==> config.mk <==
export PLATFORM = sky130hd
export DESIGN_NAME = transfer_controller
export DESIGN_NICKNAME = d
export VERILOG_FILES = /design/src/common/dma_pkg.sv /design/src/core/transfer_controller.sv /design/src/core/byte_fifo.sv /design/src/core/request_select.sv
export VERILOG_INCLUDE_DIRS = /design/src /design/src/common
export SDC_FILE = /design/constraint.sdc
export NUM_CORES = 1
export LEC_CHECK = 0
export BUFFER_PORTS_ARGS = -buffer_cell sky130_fd_sc_hd__buf_2
export CAP_MARGIN = 10
export CORE_MARGIN = 5
export CORE_UTILIZATION = 35
export CTS_CLUSTER_DIAMETER = 80
export CTS_CLUSTER_SIZE = 30
export DETAILED_ROUTE_END_ITERATION = 10
export PLACE_DENSITY_LB_ADDON = 0.25
export SYNTH_ARGS = -nofsm -noshare
export SYNTH_HDL_FRONTEND = slang
export SYNTH_SLANG_ARGS = --single-unit
==> constraint.sdc <==
create_clock -name ref_clk -period 4.1 [get_ports ref_clk]
set_input_delay 0.41 -clock ref_clk [delete_from_list [all_inputs] [get_ports ref_clk]]
set_output_delay 0.41 -clock ref_clk [all_outputs]
set_load 0.05 [all_outputs]
==> src/common/dma_regs.svh <==
`ifndef DMA_REGS_SVH
`define DMA_REGS_SVH
// Register byte locations in I/O space
`define REG_SRC_C0_L 8'h20
`define REG_SRC_C0_H 8'h21
`define REG_SRC_C0_B 8'h22
`define REG_DST_C0_L 8'h23
`define REG_DST_C0_H 8'h24
`define REG_DST_C0_B 8'h25
`define REG_COUNT_C0_L 8'h26
`define REG_COUNT_C0_H 8'h27
`define REG_MEM_C1_L 8'h28
`define REG_MEM_C1_H 8'h29
`define REG_MEM_C1_B 8'h2a
`define REG_IO_C1_L 8'h2b
`define REG_IO_C1_H 8'h2c
`define REG_IO_C1_UPPER 8'h2d
`define REG_COUNT_C1_L 8'h2e
`define REG_COUNT_C1_H 8'h2f
`define REG_XFER_STATUS 8'h30
// Status register bit positions
`define ST_CHAN1_ENABLE 7
`define ST_CHAN0_ENABLE 6
`define ST_CHAN1_GUARD 5
`define ST_CHAN0_GUARD 4
`define ST_CHAN1_IRQ_EN 3
`define ST_CHAN0_IRQ_EN 2
`define ST_MAIN_ENABLE 0
// Request select field in an I/O address
`define REQ_SEL_HI 17
`define REQ_SEL_LO 16
`define REQ_SEL_EXT0 2'b00
`define REQ_SEL_SER0 2'b01
`define REQ_SEL_SER1 2'b10
// Reset values and sizes
`define RST_BYTE 8'h00
`define RST_ADDR 20'h00000
`define FIFO_WORDS 16
`endif

==> src/common/dma_pkg.sv <==
package dma_pkg;
    typedef enum logic [1:0] {
        ENG_IDLE = 2'b00,
        ENG_ISSUE = 2'b01,
        ENG_WAIT_RD = 2'b10,
        ENG_WAIT_WR = 2'b11
    } eng_state_t;

    typedef struct packed {
        logic [19:0] addr;
        logic is_io;
        logic we;
        logic [7:0] wdata;
    } bus_cmd_t;

    typedef struct packed {
        logic ext_request_pin0;
        logic serial0_tx_request;
        logic serial1_tx_request;
    } req_in_t;
endpackage

==> src/core/transfer_controller.sv <==
`timescale 1ns/100ps
`include "dma_regs.svh"
// How it works
// RULE1: Channel 0 source holds 20-bit address.
// RULE2: Channel 0 destination holds 20-bit address.
// RULE3: I/O address bits 17:16 pick request.
// RULE4: Channel 0 count decrements per byte.
// RULE5: Software loads count before enabling.
// RULE6: Byte counts have no reset value.
// RULE7: Channel 1 memory address holds 20 bits.
// RULE8: Channel 1 I/O address, upper byte.
// RULE9: Channel 1 I/O upper byte resets zero.
// RULE10: Channel 1 runs when enable and main.
// RULE11: Channel 1 enable clears at terminal count.
// RULE12: Channel 1 idle plus irq enable interrupts.
// RULE13: Channel 0 runs when enable and main.
// RULE14: Channel 0 enable clears at terminal count.
// RULE15: Channel 0 idle plus irq enable interrupts.
// RULE16: Software clears guard 1 to change enable.
// RULE17: Software clears guard 0 to change enable.
// RULE18: Guarded channel 1 write sets main enable.
// RULE19: Guarded channel 0 write sets main enable.
// RULE20: Guard bits always read as one.
// RULE21: Channel enables reset to zero.
// RULE22: Channel 1 irq enable gates, resets zero.
// RULE23: NMI clears main enable; reset clears.
// RULE24: Channel 0 irq enable gates, resets zero.
// RULE25: Unguarded write leaves enable unchanged.
module transfer_controller #(
    parameter int FIFO_DEPTH = `FIFO_WORDS
) (
    input wire logic ref_clk,
    input wire logic rstn,
    input wire logic [7:0] io_addr,
    input wire logic io_wr,
    input wire logic io_rd,
    input wire logic [7:0] io_wdata,
    output logic [7:0] io_rdata,
    input wire logic nmi,
    input wire logic ch0_src_io,
    input wire logic ch0_dst_io,
    input wire logic ch1_io_to_mem,
    input wire dma_pkg::req_in_t reqs,
    input wire logic ext_request_pin1,
    output logic bus_req,
    output dma_pkg::bus_cmd_t bus_cmd,
    input wire logic bus_ack,
    input wire logic [7:0] bus_rdata,
    output logic dma_irq
);
    initial begin
        if (FIFO_DEPTH < 2) begin
            $error("transfer_controller: FIFO_DEPTH too small");
        end
    end

    ////////////////////////////////////////////////////////////////////////
    // Programmable state
    logic [19:0] src_addr_c0;
    logic [19:0] dst_addr_c0;
    logic [19:0] mem_addr_c1;
    logic [15:0] io_addr_c1;
    logic [7:0] io_addr_c1_upper;
    logic [15:0] count_c0;
    logic [15:0] count_c1;
    logic chan1_enable;
    logic chan0_enable;
    logic chan1_irq_enable;
    logic chan0_irq_enable;
    logic main_xfer_enable;
    logic [7:0] xfer_status;

    // Engine state
    dma_pkg::eng_state_t state;
    logic sel;
    logic [16:0] rd_left;
    logic go0;
    logic go1;
    logic run;
    logic req0;
    logic src_ok;
    logic dst_ok;
    logic [19:0] rd_addr;
    logic rd_io;
    logic [19:0] wr_addr;
    logic wr_io;
    logic [15:0] cur_count;
    logic rd_done;
    logic wr_done;
    logic last_byte;
    logic can_read;
    logic can_write;
    logic fifo_in_ready;
    logic fifo_out_valid;
    logic [7:0] fifo_out_data;
    logic wr_reg;

    assign wr_reg = io_wr;
    assign go0 = chan0_enable && main_xfer_enable; // RULE13
    assign go1 = chan1_enable && main_xfer_enable; // RULE10
    assign run = sel ? go1 : go0;
    assign rd_done = (state == dma_pkg::ENG_WAIT_RD) && bus_ack;
    assign wr_done = (state == dma_pkg::ENG_WAIT_WR) && bus_ack;
    assign cur_count = sel ? count_c1 : count_c0;
    assign last_byte = wr_done && (cur_count == 16'h0001);

    ////////////////////////////////////////////////////////////////////////
    // Address paths of the channel being served
    always_comb begin
        if (sel) begin
            rd_addr = ch1_io_to_mem ? {4'h0, io_addr_c1} : mem_addr_c1;
            rd_io = ch1_io_to_mem;
            wr_addr = ch1_io_to_mem ? mem_addr_c1 : {4'h0, io_addr_c1};
            wr_io = !ch1_io_to_mem;
        end else begin
            rd_addr = src_addr_c0;
            rd_io = ch0_src_io;
            wr_addr = dst_addr_c0;
            wr_io = ch0_dst_io;
        end
    end

    // Channel 0 request comes from whichever side is I/O
    request_select u_req_sel (
        .sel(ch0_src_io ? src_addr_c0[`REQ_SEL_HI:`REQ_SEL_LO]
                        : dst_addr_c0[`REQ_SEL_HI:`REQ_SEL_LO]), // RULE3
        .reqs(reqs),
        .req(req0)
    );

    // Memory sides never wait; I/O sides wait for their request
    always_comb begin
        if (sel) begin
            src_ok = !rd_io || ext_request_pin1;
            dst_ok = !wr_io || ext_request_pin1;
        end else begin
            src_ok = !rd_io || req0;
            dst_ok = !wr_io || req0;
        end
    end

    assign can_read = run && (rd_left != 17'h00000) && fifo_in_ready && src_ok;
    assign can_write = fifo_out_valid && dst_ok;

    ////////////////////////////////////////////////////////////////////////
    // Read bytes park here until the destination takes them
    byte_fifo #(
        .WIDTH(8),
        .DEPTH(FIFO_DEPTH)
    ) u_fifo (
        .ref_clk(ref_clk),
        .rstn(rstn),
        .in_valid(rd_done),
        .in_ready(fifo_in_ready),
        .in_data(bus_rdata),
        .out_valid(fifo_out_valid),
        .out_ready(wr_done),
        .out_data(fifo_out_data)
    );

    ////////////////////////////////////////////////////////////////////////
    // Engine: reads run ahead while the FIFO has room, writes drain it
    always_ff @(posedge ref_clk or negedge rstn) begin
        if (!rstn) begin
            state <= dma_pkg::ENG_IDLE;
            sel <= 1'b0;
            rd_left <= 17'h00000;
            bus_req <= 1'b0;
            bus_cmd <= '0;
        end else begin
            case (state)
                dma_pkg::ENG_IDLE: begin
                    // Channel 0 has priority over channel 1
                    if (go0) begin
                        sel <= 1'b0;
                        rd_left <= {count_c0 == 16'h0000, count_c0};
                        state <= dma_pkg::ENG_ISSUE;
                    end else if (go1) begin
                        sel <= 1'b1;
                        rd_left <= {count_c1 == 16'h0000, count_c1};
                        state <= dma_pkg::ENG_ISSUE;
                    end
                end
                dma_pkg::ENG_ISSUE: begin
                    if (can_read) begin
                        bus_req <= 1'b1;
                        bus_cmd <= '{addr: rd_addr, is_io: rd_io, we: 1'b0,
                                     wdata: 8'h00};
                        state <= dma_pkg::ENG_WAIT_RD;
                    end else if (can_write) begin
                        bus_req <= 1'b1;
                        bus_cmd <= '{addr: wr_addr, is_io: wr_io, we: 1'b1,
                                     wdata: fifo_out_data};
                        state <= dma_pkg::ENG_WAIT_WR;
                    end else if (!fifo_out_valid &&
                                 (!run || rd_left == 17'h00000)) begin
                        // Halted or finished with nothing buffered
                        state <= dma_pkg::ENG_IDLE;
                    end
                end
                dma_pkg::ENG_WAIT_RD: begin
                    if (bus_ack) begin
                        bus_req <= 1'b0;
                        rd_left <= rd_left - 17'h00001;
                        state <= dma_pkg::ENG_ISSUE;
                    end
                end
                dma_pkg::ENG_WAIT_WR: begin
                    if (bus_ack) begin
                        bus_req <= 1'b0;
                        state <= dma_pkg::ENG_ISSUE;
                    end
                end
                default: begin
                    state <= dma_pkg::ENG_IDLE;
                    bus_req <= 1'b0;
                end
            endcase
        end
    end

    ////////////////////////////////////////////////////////////////////////
    // Address registers; software writes win over the engine's stepping
    always_ff @(posedge ref_clk or negedge rstn) begin
        if (!rstn) begin
            src_addr_c0 <= `RST_ADDR;
            dst_addr_c0 <= `RST_ADDR;
            mem_addr_c1 <= `RST_ADDR;
            io_addr_c1 <= {`RST_BYTE, `RST_BYTE};
            io_addr_c1_upper <= `RST_BYTE; // RULE9
        end else begin
            // Memory addresses step by one, I/O addresses stay put
            if (rd_done && !rd_io) begin
                if (sel) begin
                    mem_addr_c1 <= mem_addr_c1 + 20'h00001;
                end else begin
                    src_addr_c0 <= src_addr_c0 + 20'h00001;
                end
            end
            if (wr_done && !wr_io) begin
                if (sel) begin
                    mem_addr_c1 <= mem_addr_c1 + 20'h00001;
                end else begin
                    dst_addr_c0 <= dst_addr_c0 + 20'h00001;
                end
            end
            if (wr_reg) begin
                case (io_addr)
                    `REG_SRC_C0_L: src_addr_c0[7:0] <= io_wdata; // RULE1
                    `REG_SRC_C0_H: src_addr_c0[15:8] <= io_wdata; // RULE1
                    `REG_SRC_C0_B: src_addr_c0[19:16] <= io_wdata[3:0]; // RULE1
                    `REG_DST_C0_L: dst_addr_c0[7:0] <= io_wdata; // RULE2
                    `REG_DST_C0_H: dst_addr_c0[15:8] <= io_wdata; // RULE2
                    `REG_DST_C0_B: dst_addr_c0[19:16] <= io_wdata[3:0]; // RULE2
                    `REG_MEM_C1_L: mem_addr_c1[7:0] <= io_wdata; // RULE7
                    `REG_MEM_C1_H: mem_addr_c1[15:8] <= io_wdata; // RULE7
                    `REG_MEM_C1_B: mem_addr_c1[19:16] <= io_wdata[3:0]; // RULE7
                    `REG_IO_C1_L: io_addr_c1[7:0] <= io_wdata; // RULE8
                    `REG_IO_C1_H: io_addr_c1[15:8] <= io_wdata; // RULE8
                    `REG_IO_C1_UPPER: io_addr_c1_upper <= io_wdata; // RULE8
                    default: begin
                    end
                endcase
            end
        end
    end

    // Counts: no reset, software must load them before enabling
    always_ff @(posedge ref_clk) begin // RULE6
        if (wr_done) begin
            if (sel) begin
                count_c1 <= count_c1 - 16'h0001;
            end else begin
                count_c0 <= count_c0 - 16'h0001; // RULE4
            end
        end
        if (wr_reg) begin
            case (io_addr)
                `REG_COUNT_C0_L: count_c0[7:0] <= io_wdata; // RULE5
                `REG_COUNT_C0_H: count_c0[15:8] <= io_wdata; // RULE5
                `REG_COUNT_C1_L: count_c1[7:0] <= io_wdata;
                `REG_COUNT_C1_H: count_c1[15:8] <= io_wdata;
                default: begin
                end
            endcase
        end
    end

    ////////////////////////////////////////////////////////////////////////
    // Enables; termination first, then software, NMI last so it halts
    always_ff @(posedge ref_clk or negedge rstn) begin
        if (!rstn) begin
            chan1_enable <= 1'b0; // RULE21
            chan0_enable <= 1'b0; // RULE21
            chan1_irq_enable <= 1'b0; // RULE22
            chan0_irq_enable <= 1'b0; // RULE24
            main_xfer_enable <= 1'b0; // RULE23
        end else begin
            if (last_byte && sel) begin
                chan1_enable <= 1'b0; // RULE11
            end
            if (last_byte && !sel) begin
                chan0_enable <= 1'b0; // RULE14
            end
            if (wr_reg && io_addr == `REG_XFER_STATUS) begin
                chan1_irq_enable <= io_wdata[`ST_CHAN1_IRQ_EN]; // RULE22
                chan0_irq_enable <= io_wdata[`ST_CHAN0_IRQ_EN]; // RULE24
                // A guard written as 1 protects the enable
                if (!io_wdata[`ST_CHAN1_GUARD]) begin // RULE25 RULE16
                    chan1_enable <= io_wdata[`ST_CHAN1_ENABLE]; // RULE18
                    if (io_wdata[`ST_CHAN1_ENABLE]) begin
                        main_xfer_enable <= 1'b1; // RULE18
                    end
                end
                if (!io_wdata[`ST_CHAN0_GUARD]) begin // RULE25 RULE17
                    chan0_enable <= io_wdata[`ST_CHAN0_ENABLE]; // RULE19
                    if (io_wdata[`ST_CHAN0_ENABLE]) begin
                        main_xfer_enable <= 1'b1; // RULE19
                    end
                end
            end
            if (nmi) begin
                main_xfer_enable <= 1'b0; // RULE23
            end
        end
    end

    // Status byte image; guards read high, reserved bit reads low
    always_comb begin
        xfer_status = 8'h00;
        xfer_status[`ST_CHAN1_ENABLE] = chan1_enable;
        xfer_status[`ST_CHAN0_ENABLE] = chan0_enable;
        xfer_status[`ST_CHAN1_GUARD] = 1'b1; // RULE20
        xfer_status[`ST_CHAN0_GUARD] = 1'b1; // RULE20
        xfer_status[`ST_CHAN1_IRQ_EN] = chan1_irq_enable;
        xfer_status[`ST_CHAN0_IRQ_EN] = chan0_irq_enable;
        xfer_status[`ST_MAIN_ENABLE] = main_xfer_enable;
    end

    ////////////////////////////////////////////////////////////////////////
    // Read data registered one cycle after the strobe
    always_ff @(posedge ref_clk or negedge rstn) begin
        if (!rstn) begin
            io_rdata <= 8'h00;
        end else if (io_rd) begin
            case (io_addr)
                `REG_SRC_C0_L: io_rdata <= src_addr_c0[7:0];
                `REG_SRC_C0_H: io_rdata <= src_addr_c0[15:8];
                `REG_SRC_C0_B: io_rdata <= {4'h0, src_addr_c0[19:16]};
                `REG_DST_C0_L: io_rdata <= dst_addr_c0[7:0];
                `REG_DST_C0_H: io_rdata <= dst_addr_c0[15:8];
                `REG_DST_C0_B: io_rdata <= {4'h0, dst_addr_c0[19:16]};
                `REG_COUNT_C0_L: io_rdata <= count_c0[7:0];
                `REG_COUNT_C0_H: io_rdata <= count_c0[15:8];
                `REG_MEM_C1_L: io_rdata <= mem_addr_c1[7:0];
                `REG_MEM_C1_H: io_rdata <= mem_addr_c1[15:8];
                `REG_MEM_C1_B: io_rdata <= {4'h0, mem_addr_c1[19:16]};
                `REG_IO_C1_L: io_rdata <= io_addr_c1[7:0];
                `REG_IO_C1_H: io_rdata <= io_addr_c1[15:8];
                `REG_IO_C1_UPPER: io_rdata <= io_addr_c1_upper;
                `REG_COUNT_C1_L: io_rdata <= count_c1[7:0];
                `REG_COUNT_C1_H: io_rdata <= count_c1[15:8];
                `REG_XFER_STATUS: io_rdata <= xfer_status;
                default: io_rdata <= 8'h00;
            endcase
        end
    end

    // Interrupt is a level while a channel sits idle with its irq enable set
    always_ff @(posedge ref_clk or negedge rstn) begin
        if (!rstn) begin
            dma_irq <= 1'b0;
        end else begin
            dma_irq <= (!chan1_enable && chan1_irq_enable) // RULE12
                    || (!chan0_enable && chan0_irq_enable); // RULE15
        end
    end
endmodule

==> src/core/byte_fifo.sv <==
`timescale 1ns/100ps
// Small synchronous FIFO, write and read in one clock
module byte_fifo #(
    parameter int WIDTH = 8,
    parameter int DEPTH = 16
) (
    input wire logic ref_clk,
    input wire logic rstn,
    input wire logic in_valid,
    output logic in_ready,
    input wire logic [WIDTH-1:0] in_data,
    output logic out_valid,
    input wire logic out_ready,
    output logic [WIDTH-1:0] out_data
);
    localparam int AW = $clog2(DEPTH);

    initial begin
        if (DEPTH < 2 || (1 << AW) != DEPTH || WIDTH < 1) begin
            $error("byte_fifo: DEPTH must be a power of two >= 2");
        end
    end

    logic [WIDTH-1:0] mem [DEPTH];
    logic [AW-1:0] wr_ptr;
    logic [AW-1:0] rd_ptr;
    logic [AW:0] used;
    logic push;
    logic pop;

    // Full and empty come straight from the fill level
    assign in_ready = (used != (AW+1)'(DEPTH));
    assign out_valid = (used != '0);
    assign push = in_valid && in_ready;
    assign pop = out_valid && out_ready;
    assign out_data = mem[rd_ptr];

    // Storage has no reset; only pointers and fill level carry state
    always_ff @(posedge ref_clk) begin
        if (push) begin
            mem[wr_ptr] <= in_data;
        end
    end

    // Pointers and fill level
    always_ff @(posedge ref_clk or negedge rstn) begin
        if (!rstn) begin
            wr_ptr <= '0;
            rd_ptr <= '0;
            used <= '0;
        end else begin
            if (push) begin
                wr_ptr <= wr_ptr + 1'b1;
            end
            if (pop) begin
                rd_ptr <= rd_ptr + 1'b1;
            end
            if (push && !pop) begin
                used <= used + 1'b1;
            end else if (pop && !push) begin
                used <= used - 1'b1;
            end
        end
    end
endmodule

==> src/core/request_select.sv <==
`timescale 1ns/100ps
`include "dma_regs.svh"
// Picks the handshake request for channel 0 from two address bits
module request_select (
    input wire logic [1:0] sel,
    input wire dma_pkg::req_in_t reqs,
    output logic req
);
    // Code 11 has no source and never requests
    always_comb begin
        case (sel)
            `REQ_SEL_EXT0: req = reqs.ext_request_pin0;
            `REQ_SEL_SER0: req = reqs.serial0_tx_request;
            `REQ_SEL_SER1: req = reqs.serial1_tx_request;
            default: req = 1'b0;
        endcase
    end
endmodule

# ---- Word-level counts from Yosys, hierarchy flattened
# Memories as Yosys holds them, arrays and structs flattened.
# Cells that the tools add are included.
dict set report totals {
  regBits 194
  ramBits 128
  in_bits 37
  out_inout_bits 40
  wordCells 203
  n_memories 1
}
# memory words width read_ports rd_clocked_by_memory_dff wr line_no
set mem_list {}
lappend mem_list {u_fifo.mem 16 8 1 0 1 byte_fifo.sv:24} ;# logic [WIDTH-1:0] mem [DEPTH];
dict set report op_classes {
  n_addsub 10
  eq_ne 29
  muxes 78
  reduce_logical 59
}
# op n
set op_table {}
lappend op_table {{20-bit two-way mux} 15}
lappend op_table {{8-bit by 6-bit equality test with 1-bit output (second input constant)} 17}
lappend op_table {{8-bit one-hot mux with 17 select lines} 1}
lappend op_table {{16-bit two-way mux} 7}
lappend op_table {{8-bit two-way mux} 10}
lappend op_table {{20-bit by 1-bit adder with 20-bit output (second input constant)} 3}
lappend op_table {{30-bit two-way mux} 2}
lappend op_table {{17-bit two-way mux} 3}
lappend op_table {{17-bit one-hot mux with 2 select lines} 1}
lappend op_table {{16-bit logical NOT} 2}
lappend op_table {{16-bit by 1-bit subtractor with 16-bit output (second input constant)} 2}
lappend op_table {{1-bit two-way mux} 24}
lappend op_table {{1-bit logical AND} 21}
lappend op_table {{17-bit logical NOT} 1}
lappend op_table {{17-bit nonzero test} 1}
lappend op_table {{17-bit by 1-bit subtractor with 17-bit output (second input constant)} 1}
lappend op_table {{16-bit by 1-bit equality test with 1-bit output (second input constant)} 1}
lappend op_table {{2-bit two-way mux} 7}
lappend op_table {{4-bit two-way mux} 3}
lappend op_table {{2-bit nonzero test} 6}
lappend op_table {{1-bit logical NOT} 10}
lappend op_table {{5-bit two-way mux} 2}
lappend op_table {{2-bit AND reduction} 5}
lappend op_table {{3-bit AND reduction} 3}
lappend op_table {{other kinds (17)} 28}

# ---- Depth between registers and ports, before layout
dict set report depth {
  ltp_word 9
  depth_mapped 12
  mapped_depth_nobuf 12
}

# ---- Cells and area by module
# A second synthesis with hierarchy kept.
dict set report hier_totals {
  cells_unflattened 1614
  hier_area_um2 16906.2
}
# mod n_inst cells_per_inst area_each_um2 seq_area_each_um2
set modules_own_cells {}
lappend modules_own_cells {transfer_controller 1 1293 11063.1 4369.2}
lappend modules_own_cells {byte_fifo 1 318 5820.6 4169.0}
lappend modules_own_cells {request_select 1 3 22.5 0.0}

# ---- Worst setup path before layout
# OpenSTA, ideal clock, no wires.
dict set report synth_path {
  path_kind {register to register}
  from {reg state[0]}
  to {reg u_fifo.used[4]}
  setup_ps 125
  t_arrival_ps 2755
  t_required_ps 3975
  setup_slack_ps 1219
  stages_incl_launch_ff 13
  path_buffers 2
  synth_period_minus_slack_ps 2881
  cell_sequence {dfrtp_1 -> clkbuf_1 -> and3b_1 -> a21boi_0 -> clkbuf_1 -> ha_1 -> inv_1 -> ha_1 -> a21o_1 -> a21oi_1 -> xnor2_1 -> nor2_1 -> xor2_1}
}
dict set report synth_between {
  elab_chain_cells 6
  word_cells_on_any_way 12
  cone_classes {eq/ne: 2; mux: 1; reduce/logical: 9}
}
# element line_no
set synth_rtl {}
lappend synth_rtl {{start: declaration} transfer_controller.sv:74} ;# dma_pkg::eng_state_t state;
lappend synth_rtl {{start signal: assignment} transfer_controller.sv:165} ;# state <= dma_pkg::ENG_IDLE;
lappend synth_rtl {{start signal: assignment} transfer_controller.sv:177} ;# state <= dma_pkg::ENG_ISSUE;
lappend synth_rtl {{start signal: assignment} transfer_controller.sv:181} ;# state <= dma_pkg::ENG_ISSUE;
lappend synth_rtl {{2-bit equality test (*)} transfer_controller.sv:102} ;# assign rd_done = (state == dma_pkg::ENG_WAIT_RD) && bus_ack;
lappend synth_rtl {{1-bit logical AND (*)} transfer_controller.sv:102}
lappend synth_rtl {{1-bit logical AND (*)} byte_fifo.sv:34} ;# assign push = in_valid && in_ready;
lappend synth_rtl {{named net u_fifo.push} byte_fifo.sv:28} ;# logic push;
lappend synth_rtl {{1-bit logical NOT} byte_fifo.sv:60} ;# end else if (pop && !push) begin
lappend synth_rtl {{1-bit logical AND} byte_fifo.sv:60}
lappend synth_rtl {{2-bit nonzero test (no source line)} -}
lappend synth_rtl {{end signal: assignment} byte_fifo.sv:59} ;# used <= used + 1'b1;
lappend synth_rtl {{end signal: assignment} byte_fifo.sv:61} ;# used <= used - 1'b1;
lappend synth_rtl {{end: declaration} byte_fifo.sv:27} ;# logic [AW:0] used;
# Mark *: on every way through the listed nets, which the timed path passes. The rest lies on a longest branch.
# A chain may end at the register's enable or synchronous reset.

# ---- Worst setup path in the final report
dict set report layout_path {
  from {reg rd_left[1]}
  to {reg bus_cmd[1] (netlist name)}
}
dict set report layout_between {
  elab_chain_cells 6
  word_cells_on_any_way 7
  cone_classes {mux: 1; reduce/logical: 6}
}
# element line_no
set layout_rtl {}
lappend layout_rtl {{start: declaration} transfer_controller.sv:76} ;# logic [16:0] rd_left;
lappend layout_rtl {{start signal: assignment} transfer_controller.sv:176} ;# rd_left <= {count_c0 == 16'h0000, count_c0};
lappend layout_rtl {{start signal: assignment} transfer_controller.sv:180} ;# rd_left <= {count_c1 == 16'h0000, count_c1};
lappend layout_rtl {{start signal: assignment} transfer_controller.sv:204} ;# rd_left <= rd_left - 17'h00001;
lappend layout_rtl {{17-bit nonzero test (*)} transfer_controller.sv:142} ;# assign can_read = run && (rd_left != 17'h00000) && fifo_in_ready && src_ok;
lappend layout_rtl {{1-bit logical AND (*) (3 in series)} transfer_controller.sv:142}
lappend layout_rtl {{2-bit nonzero test (no source line)} -}
lappend layout_rtl {{2-bit AND reduction (no source line)} -}
lappend layout_rtl {{end signal: assignment} transfer_controller.sv:187} ;# bus_cmd <= '{addr: rd_addr, is_io: rd_io, we: 1'b0,
lappend layout_rtl {{end signal: assignment} transfer_controller.sv:192} ;# bus_cmd <= '{addr: wr_addr, is_io: wr_io, we: 1'b1,
lappend layout_rtl {{end: declaration} transfer_controller.sv:46} ;# output dma_pkg::bus_cmd_t bus_cmd,
# Every way passes the cells marked *; elsewhere a longest branch is shown, timed or not.

==> metrics.yaml <==
status:
  status: "finished clean"
yosys:
  synth_edf_count: 128
  syn_area_um2: 16670
  synthCells: 1546
  yosys.area.top_type: "dfrtp_1"
  syn_area_per_cell_um2: 10.78
  synth.net_count: 1601
  synth_cell_types: 76
  synth_commonest_cells: "162 x dfrtp_1, 155 x nand2_1, 136 x nor2_1"
  synth_area_leaders: "dfrtp_1 24%, edfxtp_1 23%, mux4_2 5.8%"
  synth-seq-area-share_pct: 51.23
  synth_top_area_share_pct: 24.32
  async_reset_ff_share_pct: 50.31
  post-synth-top-count-cell: "dfrtp_1"
  ys_warn_count: 0
  synth-main-ff-cell: "dfrtp_1"
  synth_seq_cells: 322
critical_path:
  cp_data_arrival_time_ns: 3.74
  cp.required_ns: 4.58
  worstSetupStartpointType: "flop"
  crit_type: "flop to flop"
  path_buf_inv: 2
  crit_path_max_incr_delay_ns: 0.86
  cp-end-kind: "flop"
  cp_cell_sequence: "inv_1, ha_1, nor3b_2, nand4_1, o311a_1, a211oi_4, buf_4, a22o_1"
  critPathTopFamily: "compound AO/OA/AOI/OAI gates"
  cpMaxStageDelayCell: "a211oi_4"
  cp_max_fo: 19
layout:
  fin_util_pct: 38.86
  fin_nets: 1628
  diodes: 0
  area_delta_synth_final_pct: 10.61
  drive_above_1_share_pct: 15.81
pwr:
  seq_power_share_pct: 45.3
  vdd_drop_max_uv: 305.0
  internal_power_mw: 6.227
  leakage_nw: 7.074
  clockPowerShare_pct: 24.5
  power_frac_comb_pct: 30.1
  power_density_nw_per_um2: 543.7
  sw_frac_of_total_pct: 37.88
  switchingPower_mw: 3.796
die:
  die_y_um: 228.2
  dieArea_um2: 52080
  die_x_um: 228.2
  num_rows: 80
  pin_count: 77
  core_um2: 47450
  start_util_pct: 35.13
clocking:
  clk_pin_slew_ns: 0.10
  htree_num_levels: 1
  cts-root-buf: "clkbuf_16"
  clock_path_buffers: 3
  clk_latency_ns: 0.56
  cts_made_buffers: 22
  clock-sinks: 322
  cts_tree: "yes"
worst_hold_path:
  hold_class: "input port to flop"
timing:
  finalSetupViolCount: 0
  final_hold_viol_count: 0
  fin_skew_ns: 0.02464
  grt_setup_unrepaired: "no"
  maxClockFrequency_mhz: 307.2
  setup_tns_ns: 0
  max_slew_margin_pct: 34.44
  period_share_pct: 79.39
  drv_slew: 0
  min_period_ns: 3.255
  tightest_slew_ns: 0.9802
grt:
  grt_max_degree: 80
  antenna_found_initial: 0
  grt_usage_pct: 19.40
  grt_pass1_wl_um: 78980
  grt_overflow: 0
  grt_pass1_vias: 12182
routing:
  viasPerCell: 5.603
  route.detailed.drc: 0
  wl_per_cell_um: 23.65
  postRouteAntennaNets: 0
  drt_pre_antenna_iters: 5
  drtIter0Drc: 1200
  vias: 12343
  routed_wl_um: 52110
run:
  maxCapViolations: 0
placement:
  dp_hpwl_um: 37670
  globalplace.congestion: 0.9413
  port_buffers: 76
[registers in the layout (all words and copies together), names as in the netlist, 8 cells and up]
signal and cells:
src_addr_c0 20, u_fifo.mem 128, rd_left 17, io_addr_c1 16
bus_cmd 30, io_addr_c1_upper 8, dst_addr_c0 20, io_rdata 8
count_c1 16, mem_addr_c1 20, count_c0 16
[final timing paths]
check | from | endpoint | slack, ns | cells after the start
setup / recovery | rd_left[1]$_DFFE_PN0P_ | bus_cmd[1]$_DFFE_PN0P_ | 0.84 | 8
hold / removal | nmi | main_xfer_enable$_DFFE_PN0P_ | 0.02 | 2
setup reg to reg | rd_left[1]$_DFFE_PN0P_ | bus_cmd[1]$_DFFE_PN0P_ | 0.84 | 8
hold reg to reg | io_addr_c1_upper[1]$_DFFE_PN0P_ | io_addr_c1_upper[1]$_DFFE_PN0P_ | 0.52 | 1
max in group asynchronous | rstn | bus_cmd[9]$_DFFE_PN0P_ | 2.70 | 3
min in group asynchronous | rstn | mem_addr_c1[3]$_DFF_PN0_ | 0.46 | 2
[cells in the final DEF (no fill, tap or decap), drive strengths merged, types with 15 or more instances in the layout]
| cell | instances |
|---|---|
| dfrtp | 162 |
| nand2 | 156 |
| nor2 | 136 |
| edfxtp | 128 |
| a21oi | 112 |
| buf | 98 |
| o21ai | 85 |
| xnor2 | 62 |
| nand3 | 57 |
| mux2i | 54 |
| mux4 | 43 |
| inv | 43 |
| mux2 | 41 |
| xor2 | 37 |
| dfxtp | 32 |
| nor3 | 26 |
| clkbuf | 26 |
| and2 | 22 |
| and3 | 22 |
| nand4 | 20 |
| ha | 17 |
| a22oi | 16 |
| o221a | 16 |
| a22o | 15 |
[power by group through the flow]
stage / clock network (mW) / logic, mW / registers (mW)
3_5_place_dp: 0 / 3.03 / 4.60
5_1_grt: 2.64 / 3.28 / 4.62
2_1_floorplan: 0 / 1.89 / 4.73
4_1_cts: 2.53 / 3.04 / 4.54
3_3_place_gp: 0 / 2.98 / 4.59
6_report: 2.46 / 3.02 / 4.55
[cell families (layout without fill, tap and decap cells)]
| group | Yosys count | after routing | synth area share (%) |
|---|---|---|---|
| AO/OA/AOI/OAI | 321 | 321 | 12.33 |
| XOR/XNOR | 99 | 99 | 5.202 |
| adder cells (fa/ha/maj) | 18 | 18 | 1.396 |
| buffers and inverters | 132 | 174 | 3.100 |
| flip-flops | 322 | 322 | 51.23 |
| multiplexers | 138 | 138 | 11.82 |
| AND/OR/NAND/NOR | 516 | 516 | 14.92 |
[final cells by class]
cell class              instances  area (um^2)
clock buffers                  26        606.8
repair buffers                 99        574.3
well taps                     615        769.5
multi-input cells            1092         7619
flip-flops and latches        322         8541
inverters                      36        135.1
clock inverters                13        191.4
fillers                      4659        29010
[routing by layer]
layer / vias to the layer above / track usage (%) / share of wire [%]
met3: 88 / 2.562 / 4.9
met4: 0 / 6.088 / 3.6
met1: 6143 / 25.74 / 43
li1: 5718 / - / -
met5: - / 0 / 0
met2: 394 / 33.25 / 49
[metrics by stage]
stage	hold WS [ns]	cells	area (um^2)	power [mW]	worst slack [ns]
after floorplan	0.1144	1546	16670	6.617	1.219
after global placement	0.4930	2163	17630	7.570	0.9817
after detailed placement	0.5028	2163	17630	7.634	0.9152
after CTS	0.0008731	2203	18440	10.10	0.8762
after global routing	0.01325	2203	18440	10.54	0.6195
final	0.02026	2203	18440	10.02	0.8450
[worst reg2reg max path: stages, from the launching register on]
cell      delay [ns]
dfrtp_1         0.43
inv_1           0.07
ha_1            0.16
nor3b_2         0.36
nand4_1         0.34
o311a_1         0.48
a211oi_4        0.86
buf_4           0.32
a22o_1          0.16
[repair_timing]
item | in CTS | in global routing
hold buffers | 1 | 0
setup buffers | 0 | 0
resized for setup | 0 | 0
endpoints found under the hold margin | 77 | 0
(Power assumes the default switching activity.)
